<file path="config.mk">
export PLATFORM = sky130hd
export DESIGN_NAME = lineif_receive_output_port
export DESIGN_NICKNAME = d
export VERILOG_FILES = /design/src/logic/lineif_rx_pkg.sv /design/src/logic/lineif_receive_output_port.sv
export VERILOG_INCLUDE_DIRS = /design/src /design/src/logic
export SDC_FILE = /design/constraint.sdc
export NUM_CORES = 1
export LEC_CHECK = 0
export ABC_AREA = 1
export BUFFER_PORTS_ARGS = -buffer_cell sky130_fd_sc_hd__buf_2
export CAP_MARGIN = 5
export CELL_PAD_IN_SITES_DETAIL_PLACEMENT = 2
export CELL_PAD_IN_SITES_GLOBAL_PLACEMENT = 2
export CORE_MARGIN = 8
export CORE_UTILIZATION = 37
export DETAILED_ROUTE_END_ITERATION = 8
export PLACE_DENSITY = 0.74
export SLEW_MARGIN = 40
export SYNTH_ARGS = -nofsm -noshare
export SYNTH_HDL_FRONTEND = slang
export SYNTH_SLANG_ARGS = --single-unit
</file>
<file path="constraint.sdc">
create_clock -name mclk_i -period 1.3 [get_ports mclk_i]
set_input_delay 0.195 -clock mclk_i [delete_from_list [all_inputs] [get_ports mclk_i]]
set_output_delay 0.195 -clock mclk_i [all_outputs]
set_load 0.02 [all_outputs]
</file>
<file path="src/logic/lineif_rx_cfg.svh">
`ifndef LINEIF_RX_CFG_SVH
`define LINEIF_RX_CFG_SVH

// number of receive channels
`define LIF_NUM_CHANNELS 3
// depth of the zero-substitution removal delay line
`define LIF_PIPE_DEPTH 4
// delay-line slot holding the bipolar pulse of a four-bit substitution
`define LIF_HDB3_B_SLOT 2
// delay-line slot holding the bipolar pulse of a three-bit substitution
`define LIF_B3ZS_B_SLOT 1
// defaults of the command register fields
`define LIF_CMD_INV_DEFAULT 1'b0
`define LIF_CMD_EQ_DEFAULT 1'b0
// reset polarity memory: last pulse taken as negative
`define LIF_LAST_POL_DEFAULT 1'b0

`endif

</file>
<file path="src/logic/lineif_rx_pkg.sv">
package lineif_rx_pkg;

    // line code used by the substitution decoder
    typedef enum logic {
        CODE_B3ZS = 1'b0,
        CODE_HDB3 = 1'b1
    } line_code_t;

endpackage

</file>
<file path="src/logic/lineif_receive_output_port.sv">
`timescale 1ns/1ps
`include "lineif_rx_cfg.svh"

module lineif_receive_output_port
    import lineif_rx_pkg::*;
#(
    parameter int NCH   = `LIF_NUM_CHANNELS,
    parameter int DEPTH = `LIF_PIPE_DEPTH
) (
    input  wire logic           mclk_i,
    input  wire logic           rst_n_i,
    input  wire logic           host_mode_i,
    input  wire logic           command_register_reset_n_i,
    input  wire logic           rail_format_select_i,
    input  wire logic [NCH-1:0] pll_clock_i,
    input  wire logic [NCH-1:0] line_in_tip_i,
    input  wire logic [NCH-1:0] line_in_ring_i,
    input  wire logic [NCH-1:0] tx_negative_rail_in_i,
    input  wire logic [NCH-1:0] line_code_hdb3_i,
    input  wire logic [NCH-1:0] rx_equalizer_enable_i,
    input  wire logic           cmd_write_i,
    input  wire logic           cmd_invert_i,
    input  wire logic [NCH-1:0] cmd_equalizer_i,
    output logic      [NCH-1:0] recovered_rx_clock_o,
    output logic      [NCH-1:0] rx_positive_rail_out_o,
    output logic      [NCH-1:0] rx_negative_rail_out_o,
    output logic      [NCH-1:0] rx_equalizer_on_o
);

    localparam int SW = 6 * NCH + 3;

    logic [SW-1:0]               meta_reg;
    logic [SW-1:0]               sync_reg;
    logic [NCH-1:0]              clk_s;
    logic [NCH-1:0]              tip_s;
    logic [NCH-1:0]              ring_s;
    logic [NCH-1:0]              txn_s;
    logic [NCH-1:0]              hdb3_s;
    logic [NCH-1:0]              eq_s;
    logic                        host_s;
    logic                        shared_s;
    logic                        fmt_s;
    logic [NCH-1:0]              clk_d_reg;
    logic [NCH-1:0]              rise;
    logic [NCH-1:0]              fall;
    logic [NCH-1:0]              upd_ev;
    logic                        upd_fall;
    logic                        clk_inv;
    logic                        cmd_inv_reg;
    logic                        cmd_inv_next;
    logic [NCH-1:0]              cmd_eq_reg;
    logic [NCH-1:0]              cmd_eq_next;
    logic [NCH-1:0][DEPTH-1:0]   pipe_p_reg;
    logic [NCH-1:0][DEPTH-1:0]   pipe_p_next;
    logic [NCH-1:0][DEPTH-1:0]   pipe_n_reg;
    logic [NCH-1:0][DEPTH-1:0]   pipe_n_next;
    logic [NCH-1:0]              last_pol_reg;
    logic [NCH-1:0]              last_pol_next;
    logic [NCH-1:0]              viol;
    logic [NCH-1:0]              clk_out_reg;
    logic [NCH-1:0]              clk_out_next;
    logic [NCH-1:0]              pos_reg;
    logic [NCH-1:0]              pos_next;
    logic [NCH-1:0]              neg_reg;
    logic [NCH-1:0]              neg_next;
    logic [NCH-1:0]              eq_reg;
    logic [NCH-1:0]              eq_next;

    // two-stage synchroniser for every pin except the command write, invert and equalizer inputs, and for the recovered clock
    // pin synchronisation
    always_ff @(posedge mclk_i or negedge rst_n_i) begin
        if (!rst_n_i) begin
            meta_reg <= '0;
            sync_reg <= '0;
        end else begin
            meta_reg <= {host_mode_i, command_register_reset_n_i, rail_format_select_i,
                         rx_equalizer_enable_i, line_code_hdb3_i, tx_negative_rail_in_i,
                         line_in_ring_i, line_in_tip_i, pll_clock_i};
            sync_reg <= meta_reg;
        end
    end

    assign {host_s, shared_s, fmt_s, eq_s, hdb3_s, txn_s, ring_s, tip_s, clk_s} = sync_reg;

    // edges of the synchronised recovered clock
    assign rise = clk_s & ~clk_d_reg;
    assign fall = ~clk_s & clk_d_reg;

    assign upd_fall = host_s & cmd_inv_reg;
    assign clk_inv  = ~host_s & shared_s;

    // hardware mode keeps the rising edge
    assign upd_ev = upd_fall ? fall : rise;

    // command register: written by software, reset from the shared pin
    always_comb begin
        cmd_inv_next = cmd_inv_reg;
        cmd_eq_next  = cmd_eq_reg;
        if (host_s && !shared_s) begin
            cmd_inv_next = `LIF_CMD_INV_DEFAULT;
            cmd_eq_next  = {NCH{`LIF_CMD_EQ_DEFAULT}};
        end else if (cmd_write_i) begin
            cmd_inv_next = cmd_invert_i;
            cmd_eq_next  = cmd_equalizer_i;
        end
    end

    // per-channel decode and rail output next values
    always_comb begin
        logic [DEPTH-1:0] pp;
        logic [DEPTH-1:0] pn;
        logic             in_p;
        logic             in_n;
        pp            = '0;
        pn            = '0;
        in_p          = 1'b0;
        in_n          = 1'b0;
        pipe_p_next   = pipe_p_reg;
        pipe_n_next   = pipe_n_reg;
        last_pol_next = last_pol_reg;
        viol          = '0;
        pos_next      = pos_reg;
        neg_next      = neg_reg;
        for (int c = 0; c < NCH; c++) begin
            pp   = pipe_p_reg[c];
            pn   = pipe_n_reg[c];
            in_p = tip_s[c] & ~ring_s[c];
            in_n = ring_s[c] & ~tip_s[c];
            if (rise[c]) begin
                if (in_p || in_n) begin
                    // codec enabled while transmit negative rail is low
                    viol[c]          = (in_p == last_pol_reg[c]) & ~txn_s[c];
                    last_pol_next[c] = in_p;
                end
                // drop violation and its bipolar pulse
                if (viol[c]) begin
                    in_p = 1'b0;
                    in_n = 1'b0;
                    if (line_code_t'(hdb3_s[c]) == CODE_HDB3) begin
                        pp[`LIF_HDB3_B_SLOT] = 1'b0;
                        pn[`LIF_HDB3_B_SLOT] = 1'b0;
                    end else begin
                        pp[`LIF_B3ZS_B_SLOT] = 1'b0;
                        pn[`LIF_B3ZS_B_SLOT] = 1'b0;
                    end
                end
                pipe_p_next[c] = {pp[DEPTH-2:0], in_p};
                pipe_n_next[c] = {pn[DEPTH-2:0], in_n};
            end
            if (upd_ev[c]) begin
                // single-rail merges marks onto the positive rail
                if (fmt_s) begin
                    pos_next[c] = pipe_p_reg[c][DEPTH-1] | pipe_n_reg[c][DEPTH-1];
                    neg_next[c] = 1'b0;
                end else begin
                    pos_next[c] = pipe_p_reg[c][DEPTH-1];
                    neg_next[c] = pipe_n_reg[c][DEPTH-1];
                end
            end
        end
    end

    // receive clock follows the recovered timing
    assign clk_out_next = clk_s ^ {NCH{clk_inv}};

    // software mode uses the command bit
    assign eq_next = host_s ? cmd_eq_reg : eq_s;

    // state and output registers
    always_ff @(posedge mclk_i or negedge rst_n_i) begin
        if (!rst_n_i) begin
            clk_d_reg    <= '0;
            cmd_inv_reg  <= `LIF_CMD_INV_DEFAULT;
            cmd_eq_reg   <= {NCH{`LIF_CMD_EQ_DEFAULT}};
            pipe_p_reg   <= '0;
            pipe_n_reg   <= '0;
            last_pol_reg <= {NCH{`LIF_LAST_POL_DEFAULT}};
            clk_out_reg  <= '0;
            pos_reg      <= '0;
            neg_reg      <= '0;
            eq_reg       <= '0;
        end else begin
            clk_d_reg    <= clk_s;
            cmd_inv_reg  <= cmd_inv_next;
            cmd_eq_reg   <= cmd_eq_next;
            pipe_p_reg   <= pipe_p_next;
            pipe_n_reg   <= pipe_n_next;
            last_pol_reg <= last_pol_next;
            clk_out_reg  <= clk_out_next;
            pos_reg      <= pos_next;
            neg_reg      <= neg_next;
            eq_reg       <= eq_next;
        end
    end

    assign recovered_rx_clock_o   = clk_out_reg;
    assign rx_positive_rail_out_o = pos_reg;
    assign rx_negative_rail_out_o = neg_reg;
    assign rx_equalizer_on_o      = eq_reg;
endmodule

</file>
Word-level counts from Yosys, hierarchy flattened
Cells that the tools add are included.
- eq/ne operators: 3
- multiplexer cells: 42
- bitwise gates (word level): 29
- reductions and logical operators: 9
- operator list (operator ; count):
    1-bit 2-to-1 mux ; 32
    2-bit 2-to-1 mux ; 6
    3-bit 2-to-1 mux ; 4
    1-bit bitwise AND ; 11
    1-bit inverter ; 10
    3-bit bitwise AND ; 2
    3-bit inverter ; 2
    2-bit AND reduction ; 3
    1-bit equality test ; 3
    1-bit logical OR ; 3
    1-bit bitwise OR ; 3
    3-bit XOR ; 1
    2-bit nonzero test ; 1
    1-bit logical AND ; 1
    1-bit zero test ; 1
- register bits after elaboration: 88
- output and inout port bits: 12
- word-level logic and storage cells: 105

Logic depth before layout (Yosys ltp)
Gate-level depths: netlist of run 1.
- depth in word-level cells: 7
- mapped depth: 7
- gate-level depth less buffers: 7

Least setup slack after synthesis of run 1
Ideal clock, no wire load.
- kind: flip-flop to flip-flop
- start point: register sync_reg[4]
- end point: register pipe_n_reg[6] in the netlist's numbering
- setup time: 117 ps
- arrival time: 1077 ps
- path slack: 106 ps
- cell stages (with the launch flop): 7
- clock period less this slack: 1194 ps
- cell sequence: dfrtp_1 inv_1 ha_1 nor2_1 nand4_1 nand2_1 nand2_1
- word-level cells in the longest chain between the ends: 6
- ends and longest elaborated chain (what ; line ; RTL):
    start: declaration ; lineif_receive_output_port.sv:33 ; logic [SW-1:0] sync_reg;
    start signal: assignment ; lineif_receive_output_port.sv:79 ; sync_reg <= meta_reg;
    1-bit bitwise AND / 1-bit inverter (equally long branches) ; lineif_receive_output_port.sv:127, lineif_receive_output_port.sv:128 ;
    1-bit equality test / 1-bit bitwise AND (equally long branches) ; lineif_receive_output_port.sv:132, lineif_receive_output_port.sv:128 ;
    1-bit bitwise AND / 1-bit logical OR (equally long branches) ; lineif_receive_output_port.sv:132, lineif_receive_output_port.sv:130 ;
    1-bit 2-to-1 mux * ; lineif_receive_output_port.sv:130 ; if (in_p || in_n) begin
    1-bit 2-to-1 mux * ; lineif_receive_output_port.sv:129 ; if (rise[c]) begin
    2-bit 2-to-1 mux * ; lineif_receive_output_port.sv:136 ; if (viol[c]) begin
    end signal: assignment ; lineif_receive_output_port.sv:187 ; pipe_n_reg <= pipe_n_next;
    end: declaration ; lineif_receive_output_port.sv:55 ; logic [NCH-1:0][DEPTH-1:0] pipe_n_reg;
Every way passes the cells marked *; elsewhere a longest branch is shown, timed or not. The select of a mux whose other input is x is not followed.
A chain may end at the register's enable or synchronous reset.

Worst setup path after layout of run 1
- start point: register sync_reg[5]
- end point: register pipe_p_reg[10] in the netlist's numbering
- word-level cells in the longest chain between the ends: 6
- ends and longest elaborated chain (what ; line ; RTL):
    1-bit bitwise AND / 1-bit inverter (equally long branches) ; lineif_receive_output_port.sv:127, lineif_receive_output_port.sv:128 ;
    1-bit equality test / 1-bit bitwise AND (equally long branches) ; lineif_receive_output_port.sv:132, lineif_receive_output_port.sv:128 ;
    1-bit bitwise AND / 1-bit logical OR (equally long branches) ; lineif_receive_output_port.sv:132, lineif_receive_output_port.sv:130 ;
    1-bit 2-to-1 mux * ; lineif_receive_output_port.sv:130 ;
    1-bit 2-to-1 mux * ; lineif_receive_output_port.sv:129 ;
    2-bit 2-to-1 mux * ; lineif_receive_output_port.sv:136 ;
    end signal: assignment ; lineif_receive_output_port.sv:186 ; pipe_p_reg <= pipe_p_next;
    end: declaration ; lineif_receive_output_port.sv:53 ; logic [NCH-1:0][DEPTH-1:0] pipe_p_reg;
Marks and branches as above.

==> results of run 1 <==
==> cells in the mapped netlist (all sizes together) <==
master,instances,area [µm²]
xor2,3,26.28
buf,3,33.78
dfrtp,88,2202
inv,43,161.4
nand2,95,356.6
o21bai,3,22.52
or2,1,6.260
nand3,24,120.1
a21oi,4,20.02
nor2,24,142.6
nand4,6,37.54
o21ai,13,65.06
ha,6,75.07
==> where the power goes <==
part	internal [mW]	leakage [nW]	switching (mW)
registers	2.99	1.09	0.131
logic	0.308	0.871	0.474
clock network	0.732	0.0901	1.09
total	4.03	2.05	1.70
==> how the worst max path moves through the flow <==
stage                     start        endpoint  slack (ns)  cells after the start
floorplan           sync_reg[4]   pipe_n_reg[6]        0.11                      6
detailed placement  sync_reg[4]   pipe_n_reg[7]        -0.1                      6
CTS                 sync_reg[4]   pipe_n_reg[7]       0.004                      6
global route        sync_reg[8]  pipe_p_reg[10]       -0.01                      7
finish              sync_reg[5]  pipe_p_reg[10]        0.08                      6
global placement    sync_reg[4]   pipe_n_reg[7]     -0.0007                      6
==> kinds of logic (layout without fill, tap and decap cells) <==
| group | after synthesis | after routing | share of synthesized area |
|---|---|---|---|
| xor gates and xnor gates | 3 | 3 | 0.008038 |
| and+or+nand+nor | 150 | 150 | 0.2028 |
| DFF | 88 | 88 | 0.6736 |
| buffers and inverters | 46 | 129 | 0.05970 |
| AOI/OAI and AO/OA | 20 | 20 | 0.03291 |
| adders and majority gates | 6 | 6 | 0.02296 |
==> metal layers <==
layer | global-route usage | vias to the layer above
li1 | - | 1118
met1 | 0.1561 | 1186
met2 | 0.2367 | 29
met3 | 0.04302 | 8
met4 | 0.04339 | 0
met5 | 0 | -
==> layout make-up <==
cell class	instances	area (µm²)
tap	108	135.1
clock inverter	7	60.06
clock buffer	9	123.9
sequential	88	2202
timing repair buffer	70	498.0
multi-input combinational	179	952.2
inverter	43	161.4
fill	904	4503
==> metrics by stage <==
stage                       util  hold slack (ns)  setup WS [ns]  setup TNS (ns)
after global placement    0.4207           0.2705     -0.0006820      -0.0006820
after CTS                 0.4690          0.03155       0.003799               0
final                     0.4786          0.04751        0.08087               0
after floorplan                -          -0.1006         0.1064               0
after detailed placement  0.4207           0.2777       -0.09824         -0.5037
after global routing      0.4786          0.05025       -0.01197        -0.01348
==> repair_timing <==
item	in CTS	in global routing
setup endpoints to repair	12	14
gates resized for setup	4	14
pin swaps	1	6
hold buffers	22	0
hold endpoints to repair	109	0
setup buffers	0	2
==> worst max-delay path: stages (launching register included) <==
cell and delay, ns:
dfrtp_1 0.41, inv_2 0.08, ha_4 0.21, nor2_4 0.13, nand4_1 0.14, nand2_1 0.10
nand2_1 0.05
==> cell usage in the layout (no fill, tap or decap), types with 4 or more instances in the layout <==
cell,instances
nand2_1,93
dfrtp_1,88
buf_2,38
inv_1,33
nand3_1,24
dlygate4sd3_1,22
o21ai_0,13
nor2_2,12
inv_2,10
clkbuf_8,9
buf_4,9
nor2_4,6
nand4_1,6
nor2_1,6
a21oi_1,4
ha_4,4
==> flow_summary.toml, run 1 <==
[run_status]
status = "complete, no violations"

[setup_path]
r2r_cells = 6
timing.rr.start = "sync_reg[5]"
worst_r2r_endpoint = "pipe_p_reg[10]"
worstSetupPathType = "reg2reg"
worstPathRequired_ns = 1.56
critPathCaptureType = "flip-flop"
path_max_fanout = 4
r2r_slack_ns = 0.08
start_kind = "flip-flop"
arrival_ns = 1.48

[synthesis]
syn_area_um2 = 3269
synth_nets = 347
ys_types = 16
synth_warnings = 0
synth_seq_area_share = 0.6736
syn_area_per_cell_um2 = 10.45
syn_inst = 313
synth-seq-cells = 88

[routing]
wl_met2_mm = 3.928
wl_mm = 7.544
drtIter0Drc = 39
top_layer = "met4"
wl_per_cell_um = 14.97
firstDrtPassIters = 3
drc = 0
vias = 2341
antenna_left = 0
detail_route.vias_per_cell = 4.645
m1WireLength_mm = 3.235
detailroute.wirelength.met3_um = 281

[die]
initial_core_util = 0.3786
rows = 34
core_area_um2 = 8636
die_h_um = 110
num_io_pins = 40
fp.dieArea_um2 = 12100
die_w_um = 110

[layout]
fin_nets = 425
stdcell_area_um2 = 4133
fin_cells = 504
diodes = 0
drive_gt1_frac = 0.2500
area_delta_synth_final_pct = 26.41

[clock_tree]
clock-sinks = 88
root_buffer = "clkbuf_8"
numCtsBuffers = 9
cts_max_path_buffers = 2
clock_latency_ns = 0.36
cts_tree = "built"
path_clk_slew_ns = 0.10
cts_max_level = 3

[place]
gp_congestion = 0.7561
dp_cells = 464
dpl-instance-area_um2 = 3633
io_buffers = 39
hpwl_mm = 4.960

[timing]
hold_violations = 0
rsz0062_at_grt = "yes"
slew_violations = 0
min_period_ns = 1.219
setup_viol = 0
final.period_utilization = 0.9378
slew_headroom = 0.6766
tightest_slew_ns = 0.4851
clock-skew-final_ns = 0.009475
fmax_mhz = 820.3

[power]
vdd_ir_drop_max_uv = 748.0
powerDensity_nw_per_um2 = 1386
p_total_mw = 5.728
power.leakage_nw = 2.047

[grt]
grt_util_all_layers = 0.1363
grt_pass1_vias = 2636
antenna_found_initial = 0
grt_pass1_wl_mm = 12.60
grt_max_degree = 89
overflow = 0

[job]
cap_viol_max_count = 0

[hold_path]
min_from = "cmd_equalizer_i[0]"
hold-path-endpoint = "cmd_eq_reg[0]"
min_path_type = "in2reg"
hold_depth = 3
Note: power is estimated with default switching activity, not from simulation.
==> run 2, diff against run 1 <==
--- a/config.mk
+++ b/config.mk
@@ -14,7 +14,7 @@
 export CORE_MARGIN = 8
 export CORE_UTILIZATION = 37
 export DETAILED_ROUTE_END_ITERATION = 8
-export PLACE_DENSITY = 0.74
+export PLACE_DENSITY = 0.88
 export SLEW_MARGIN = 40
 export SYNTH_ARGS = -nofsm -noshare
 export SYNTH_HDL_FRONTEND = slang
==> flow_summary.toml, run 2 (synthesis gave the netlist of run 1 again) <==
[run_status]
status = "finished with violations"
violations = "negative setup slack"

[routing]
firstDrtPassIters = 4
antenna_left = 0
detail_route.vias_per_cell = 5.175
wl_per_cell_um = 26.24
drtIter0Drc = 113
drc = 0
wl_mm = 13.17
vias = 2598

[timing]
slew_headroom = 0.7632
hold_violations = 0
slew_violations = 0
min_period_ns = 1.424
fin_ws_ns = -0.1236
setup_viol = 10
timing.hold.ws_ns = 0.06719
final.period_utilization = 1.095
rsz0062_at_grt = "yes"
tightest_slew_ns = 0.3552
clock-skew-final_ns = 0.01063
fmax_mhz = 702.4
tns_ns = -0.5606

[setup_path]
r2r_cells = 6
critPathCaptureType = "flip-flop"
worstPathRequired_ns = 1.56
cpMostUsedCell = "nand2_1"
arrival_ns = 1.68
start_kind = "flip-flop"
cpPeakStageDelay_ns = 0.46
path_max_fanout = 4
critical-path-slowest-cell = "dfrtp_2"
crit_chain = "inv_2 > ha_4 > nor2_4 > nand4_1 > nand2_1 > nand2_1"
worstSetupPathType = "reg2reg"

[clock_tree]
path_clk_slew_ns = 0.10
clock_latency_ns = 0.38
cts_tree = "built"
numCtsBuffers = 9
cts_max_level = 3
cts_max_path_buffers = 2
clock-sinks = 88
root_buffer = "clkbuf_8"

[die]
die_h_um = 110
num_io_pins = 40
rows = 34
initial_core_util = 0.3786
die_w_um = 110
core_area_um2 = 8636
fp.dieArea_um2 = 12100

[layout]
area_delta_synth_final_pct = 28.43
fin_nets = 424
final_common_cell = "nand2_1"
nFillCells = 876
most-common-layout-cells = "nand2_1, dfrtp_1, buf_2"
final_core_util = 0.4862
diodes = 0
drive_gt1_frac = 0.2792

[hold_path]
hold_depth = 3
min_path_type = "in2reg"

[power]
powerDensity_nw_per_um2 = 1461
vdd_ir_drop_max_uv = 977.7
power.leakage_nw = 2.057

[place]
io_buffers = 39
gp_congestion = 0.7439
hpwl_mm = 5.787

[grt]
antenna_found_initial = 0
grt_pass1_vias = 3038
grt_pass1_wl_mm = 18.43
overflow = 0
grt_util_all_layers = 0.2128
grt_max_degree = 35

[job]
cap_viol_max_count = 0
[run 2: final timing paths]
kind | slack, ns | endpoint | startpoint
worst max-delay path | -0.12 | pipe_n_reg[2] | sync_reg[3]
worst min-delay path | 0.07 | cmd_eq_reg[2] | cmd_equalizer_i[2]
worst max register to register | -0.12 | pipe_n_reg[2] | sync_reg[3]
worst min register to register | 0.36 | sync_reg[2] | meta_reg[2]
max in group asynchronous | 0.49 | sync_reg[5] | rst_n_i
min in group asynchronous | 0.30 | meta_reg[20] | rst_n_i
[run 2: worst max-delay path: cells and delay by family (launching register included)]
family | cells | cell delay, ns
DFF | 1 | 0.46
and+or+nand+nor | 4 | 0.53
buffers and inverters | 1 | 0.10
adders and majority gates | 1 | 0.22
[run 2: layout make-up]
class,instances,area (µm²),area share
Tap cell,108,135.1,0.03218
Multi-Input combinational cell,179,992.2,0.2363
Sequential cell,88,2206,0.5253
Inverter,43,173.9,0.04142
Clock buffer,9,123.9,0.02950
Clock inverter,6,61.31,0.01460
Timing Repair Buffer,69,506.7,0.1207
[run 2: what timing repair did]
| item | 4_1_cts | 5_1_grt |
|---|---|---|
| setup buffers | 1 | 1 |
| endpoints found under the setup margin | 21 | 27 |
| endpoints found under the hold margin | 44 | 0 |
| resized for setup | 14 | 24 |
| hold buffers | 22 | 0 |
| pin swaps | 2 | 12 |
[run 2: report_power, final]
part / switching (mW) / internal [mW]
logic: 0.628 / 0.325
clock network: 1.11 / 0.874
registers: 0.206 / 2.99
total: 1.94 / 4.19
[run 2: routing by layer]
| metal | wire [µm] | vias to the layer above | share of wire | GRT usage |
|---|---|---|---|---|
| met1 | 4973 | 1360 | 0.38 | 0.2316 |
| li1 | - | 1121 | - | - |
| met5 | 0 | - | 0 | 0 |
| met4 | 395 | 0 | 0.030 | 0.07136 |
| met3 | 499 | 32 | 0.038 | 0.05756 |
| met2 | 7301 | 85 | 0.55 | 0.3896 |
[run 2: per-stage QoR]
| step | setup slack, ns | instances | power [mW] | instance area [µm²] |
|---|---|---|---|---|
| after detailed placement | -0.1311 | 463 | 3.912 | 3638 |
| after global routing | -0.1807 | 502 | 6.324 | 4199 |
| after global placement | -0.004407 | 463 | 3.834 | 3638 |
| after CTS | 0.0006828 | 501 | 5.939 | 4121 |
| after floorplan | 0.1064 | 313 | 3.563 | 3269 |
| final | -0.1236 | 502 | 6.136 | 4199 |
==> run 3, diff against run 2 <==
--- a/config.mk
+++ b/config.mk
@@ -9,8 +9,9 @@
 export ABC_AREA = 1
 export BUFFER_PORTS_ARGS = -buffer_cell sky130_fd_sc_hd__buf_2
 export CAP_MARGIN = 5
-export CELL_PAD_IN_SITES_DETAIL_PLACEMENT = 2
+export CELL_PAD_IN_SITES_DETAIL_PLACEMENT = 0
 export CELL_PAD_IN_SITES_GLOBAL_PLACEMENT = 2
+export CORE_ASPECT_RATIO = 0.8
 export CORE_MARGIN = 8
 export CORE_UTILIZATION = 37
 export DETAILED_ROUTE_END_ITERATION = 8
==> flow_summary.toml, run 3 (synthesis gave the netlist of run 1 again) <==
[run_status]
status = "complete, no violations"

[setup_path]
arrival_ns = 1.45
worstSetupPathType = "reg2reg"
worstPathRequired_ns = 1.54
path_max_fanout = 4
critPathCaptureType = "flip-flop"
start_kind = "flip-flop"
r2r_cells = 6

[clock_tree]
cts_max_path_buffers = 2
clock_latency_ns = 0.35
root_buffer = "clkbuf_8"
clock-sinks = 88
cts_tree = "built"
numCtsBuffers = 9
path_clk_slew_ns = 0.09
cts_max_level = 3

[timing]
clock-skew-final_ns = 0.007675
setup_viol = 0
slew_headroom = 0.8180
min_period_ns = 1.211
rsz0062_at_grt = "yes"
tightest_slew_ns = 0.2730
hold_violations = 0
slew_violations = 0
final.period_utilization = 0.9317
fmax_mhz = 825.6

[routing]
drc = 0
drtIter0Drc = 47
detail_route.vias_per_cell = 4.263
firstDrtPassIters = 4
wl_per_cell_um = 11.75
vias = 2157
antenna_left = 0
wl_mm = 5.944

[power]
combPwrFrac = 0.128
power.leakage_nw = 2.061
p_switching_mw = 1.539
pwr-share-clk = 0.337
internal_power_mw = 4.304
pwr-share-seq = 0.535
sw_frac_of_total = 0.2634
powerDensity_nw_per_um2 = 1400
vdd_ir_drop_max_uv = 835.6
p_total_mw = 5.844

[grt]
grt-busiest-layer = "met2"
grt_max_degree = 54
use_met3 = 0.03984
antenna_found_initial = 0
overflow = 0
grt_pass1_vias = 2205
grt.met2_usage = 0.1637
grt_util_all_layers = 0.1086
grt_pass1_wl_mm = 10.41
use_met1 = 0.1395

[job]
cap_viol_max_count = 0

[layout]
stdcell_area_um2 = 4174
nFillCells = 735
drive_gt1_frac = 0.2487
diodes = 0
final_common_cell = "nand2_1"
fin_nets = 423
most-common-layout-cells = "nand2_1, dfrtp_1, buf_2"
final_core_util = 0.4899
area_delta_synth_final_pct = 27.67

[hold_path]
min_path_type = "in2reg"
hold_depth = 3

[place]
io_buffers = 39
gp_congestion = 0.7757
dpl-instance-area_um2 = 3643
hpwl_mm = 3.960

[die]
initial_core_util = 0.3837
rows = 30
die_w_um = 121.1
fp.dieArea_um2 = 12120
num_io_pins = 40
die_h_um = 100.1
core_area_um2 = 8521
-- run 3: cell count changes in the layout (fill, tap and decap cells not counted), moves of 3 or more --
cell / previous run / this run
nand2_1: 90 / 94
dfrtp_2: 3 / 0
nand2_2: 5 / 1
dfrtp_1: 85 / 88
inv_4: 3 / 0
nand3_2: 3 / 0
nand3_1: 21 / 24
inv_2: 7 / 11
-- run 3: repair_timing --
| action | in CTS | in global routing |
|---|---|---|
| resized for setup | 2 | 17 |
| hold endpoints to repair | 109 | 0 |
| endpoints found under the setup margin | 8 | 15 |
| hold buffers | 22 | 0 |
| pin swaps | 0 | 11 |
| setup buffers | 0 | 1 |
-- run 3: power groups by stage --
stage | Sequential, mW | Combinational [mW] | Clock, mW
after floorplan | 3.21 | 0.349 | 0
after global placement | 3.17 | 0.668 | 0
after detailed placement | 3.17 | 0.678 | 0
after CTS | 3.12 | 0.735 | 2.05
after global routing | 3.16 | 0.854 | 2.16
final | 3.13 | 0.748 | 1.97
-- run 3: area by class of cell --
cell class	instances	area (µm²)	area share
inverters	43	161.4	0.03867
clock buffers	11	151.4	0.03627
repair buffers	68	495.5	0.1187
multi-input cells	179	962.2	0.2305
flip-flops and latches	88	2202	0.5276
well taps	112	140.1	0.03357
clock inverters	5	61.31	0.01469
-- run 3: critical path: stages, from the launching register on --
cell     delay, ns
dfrtp_1       0.43
inv_2         0.08
ha_4          0.20
nor2_4        0.11
nand4_1       0.14
nand2_1       0.10
nand2_1       0.05
-- run 3: worst paths after layout --
check                              startpoint       endpoint  slack [ns]
setup / recovery                  sync_reg[4]  pipe_n_reg[6]        0.09
max in group asynchronous             rst_n_i    sync_reg[1]        0.64
setup reg to reg                  sync_reg[4]  pipe_n_reg[6]        0.09
hold reg to reg                  meta_reg[14]   sync_reg[14]        0.35
min in group asynchronous             rst_n_i  pipe_p_reg[8]        0.19
hold / removal             cmd_equalizer_i[1]  cmd_eq_reg[1]        0.06
-- run 3: metrics by stage --
stage | setup TNS, ns | instances | hold WS, ns | setup WS (ns)
final | 0 | 506 | 0.05932 | 0.08875
after global routing | -0.02829 | 506 | 0.04674 | -0.01358
after CTS | 0 | 505 | 0.03959 | 0.001025
after detailed placement | -0.04813 | 467 | 0.02334 | -0.02122
after global placement | 0 | 467 | 0.02239 | 0.001478
after floorplan | 0 | 313 | -0.1006 | 0.1064
-- run 3: routing by layer --
metal / vias to the layer above / wire length (µm) / share of wire
li1: 1116 / - / -
met2: 33 / 2707 / 0.46
met4: 0 / 63 / 0.011
met3: 7 / 244 / 0.041
met5: - / 0 / 0
met1: 1001 / 2929 / 0.49
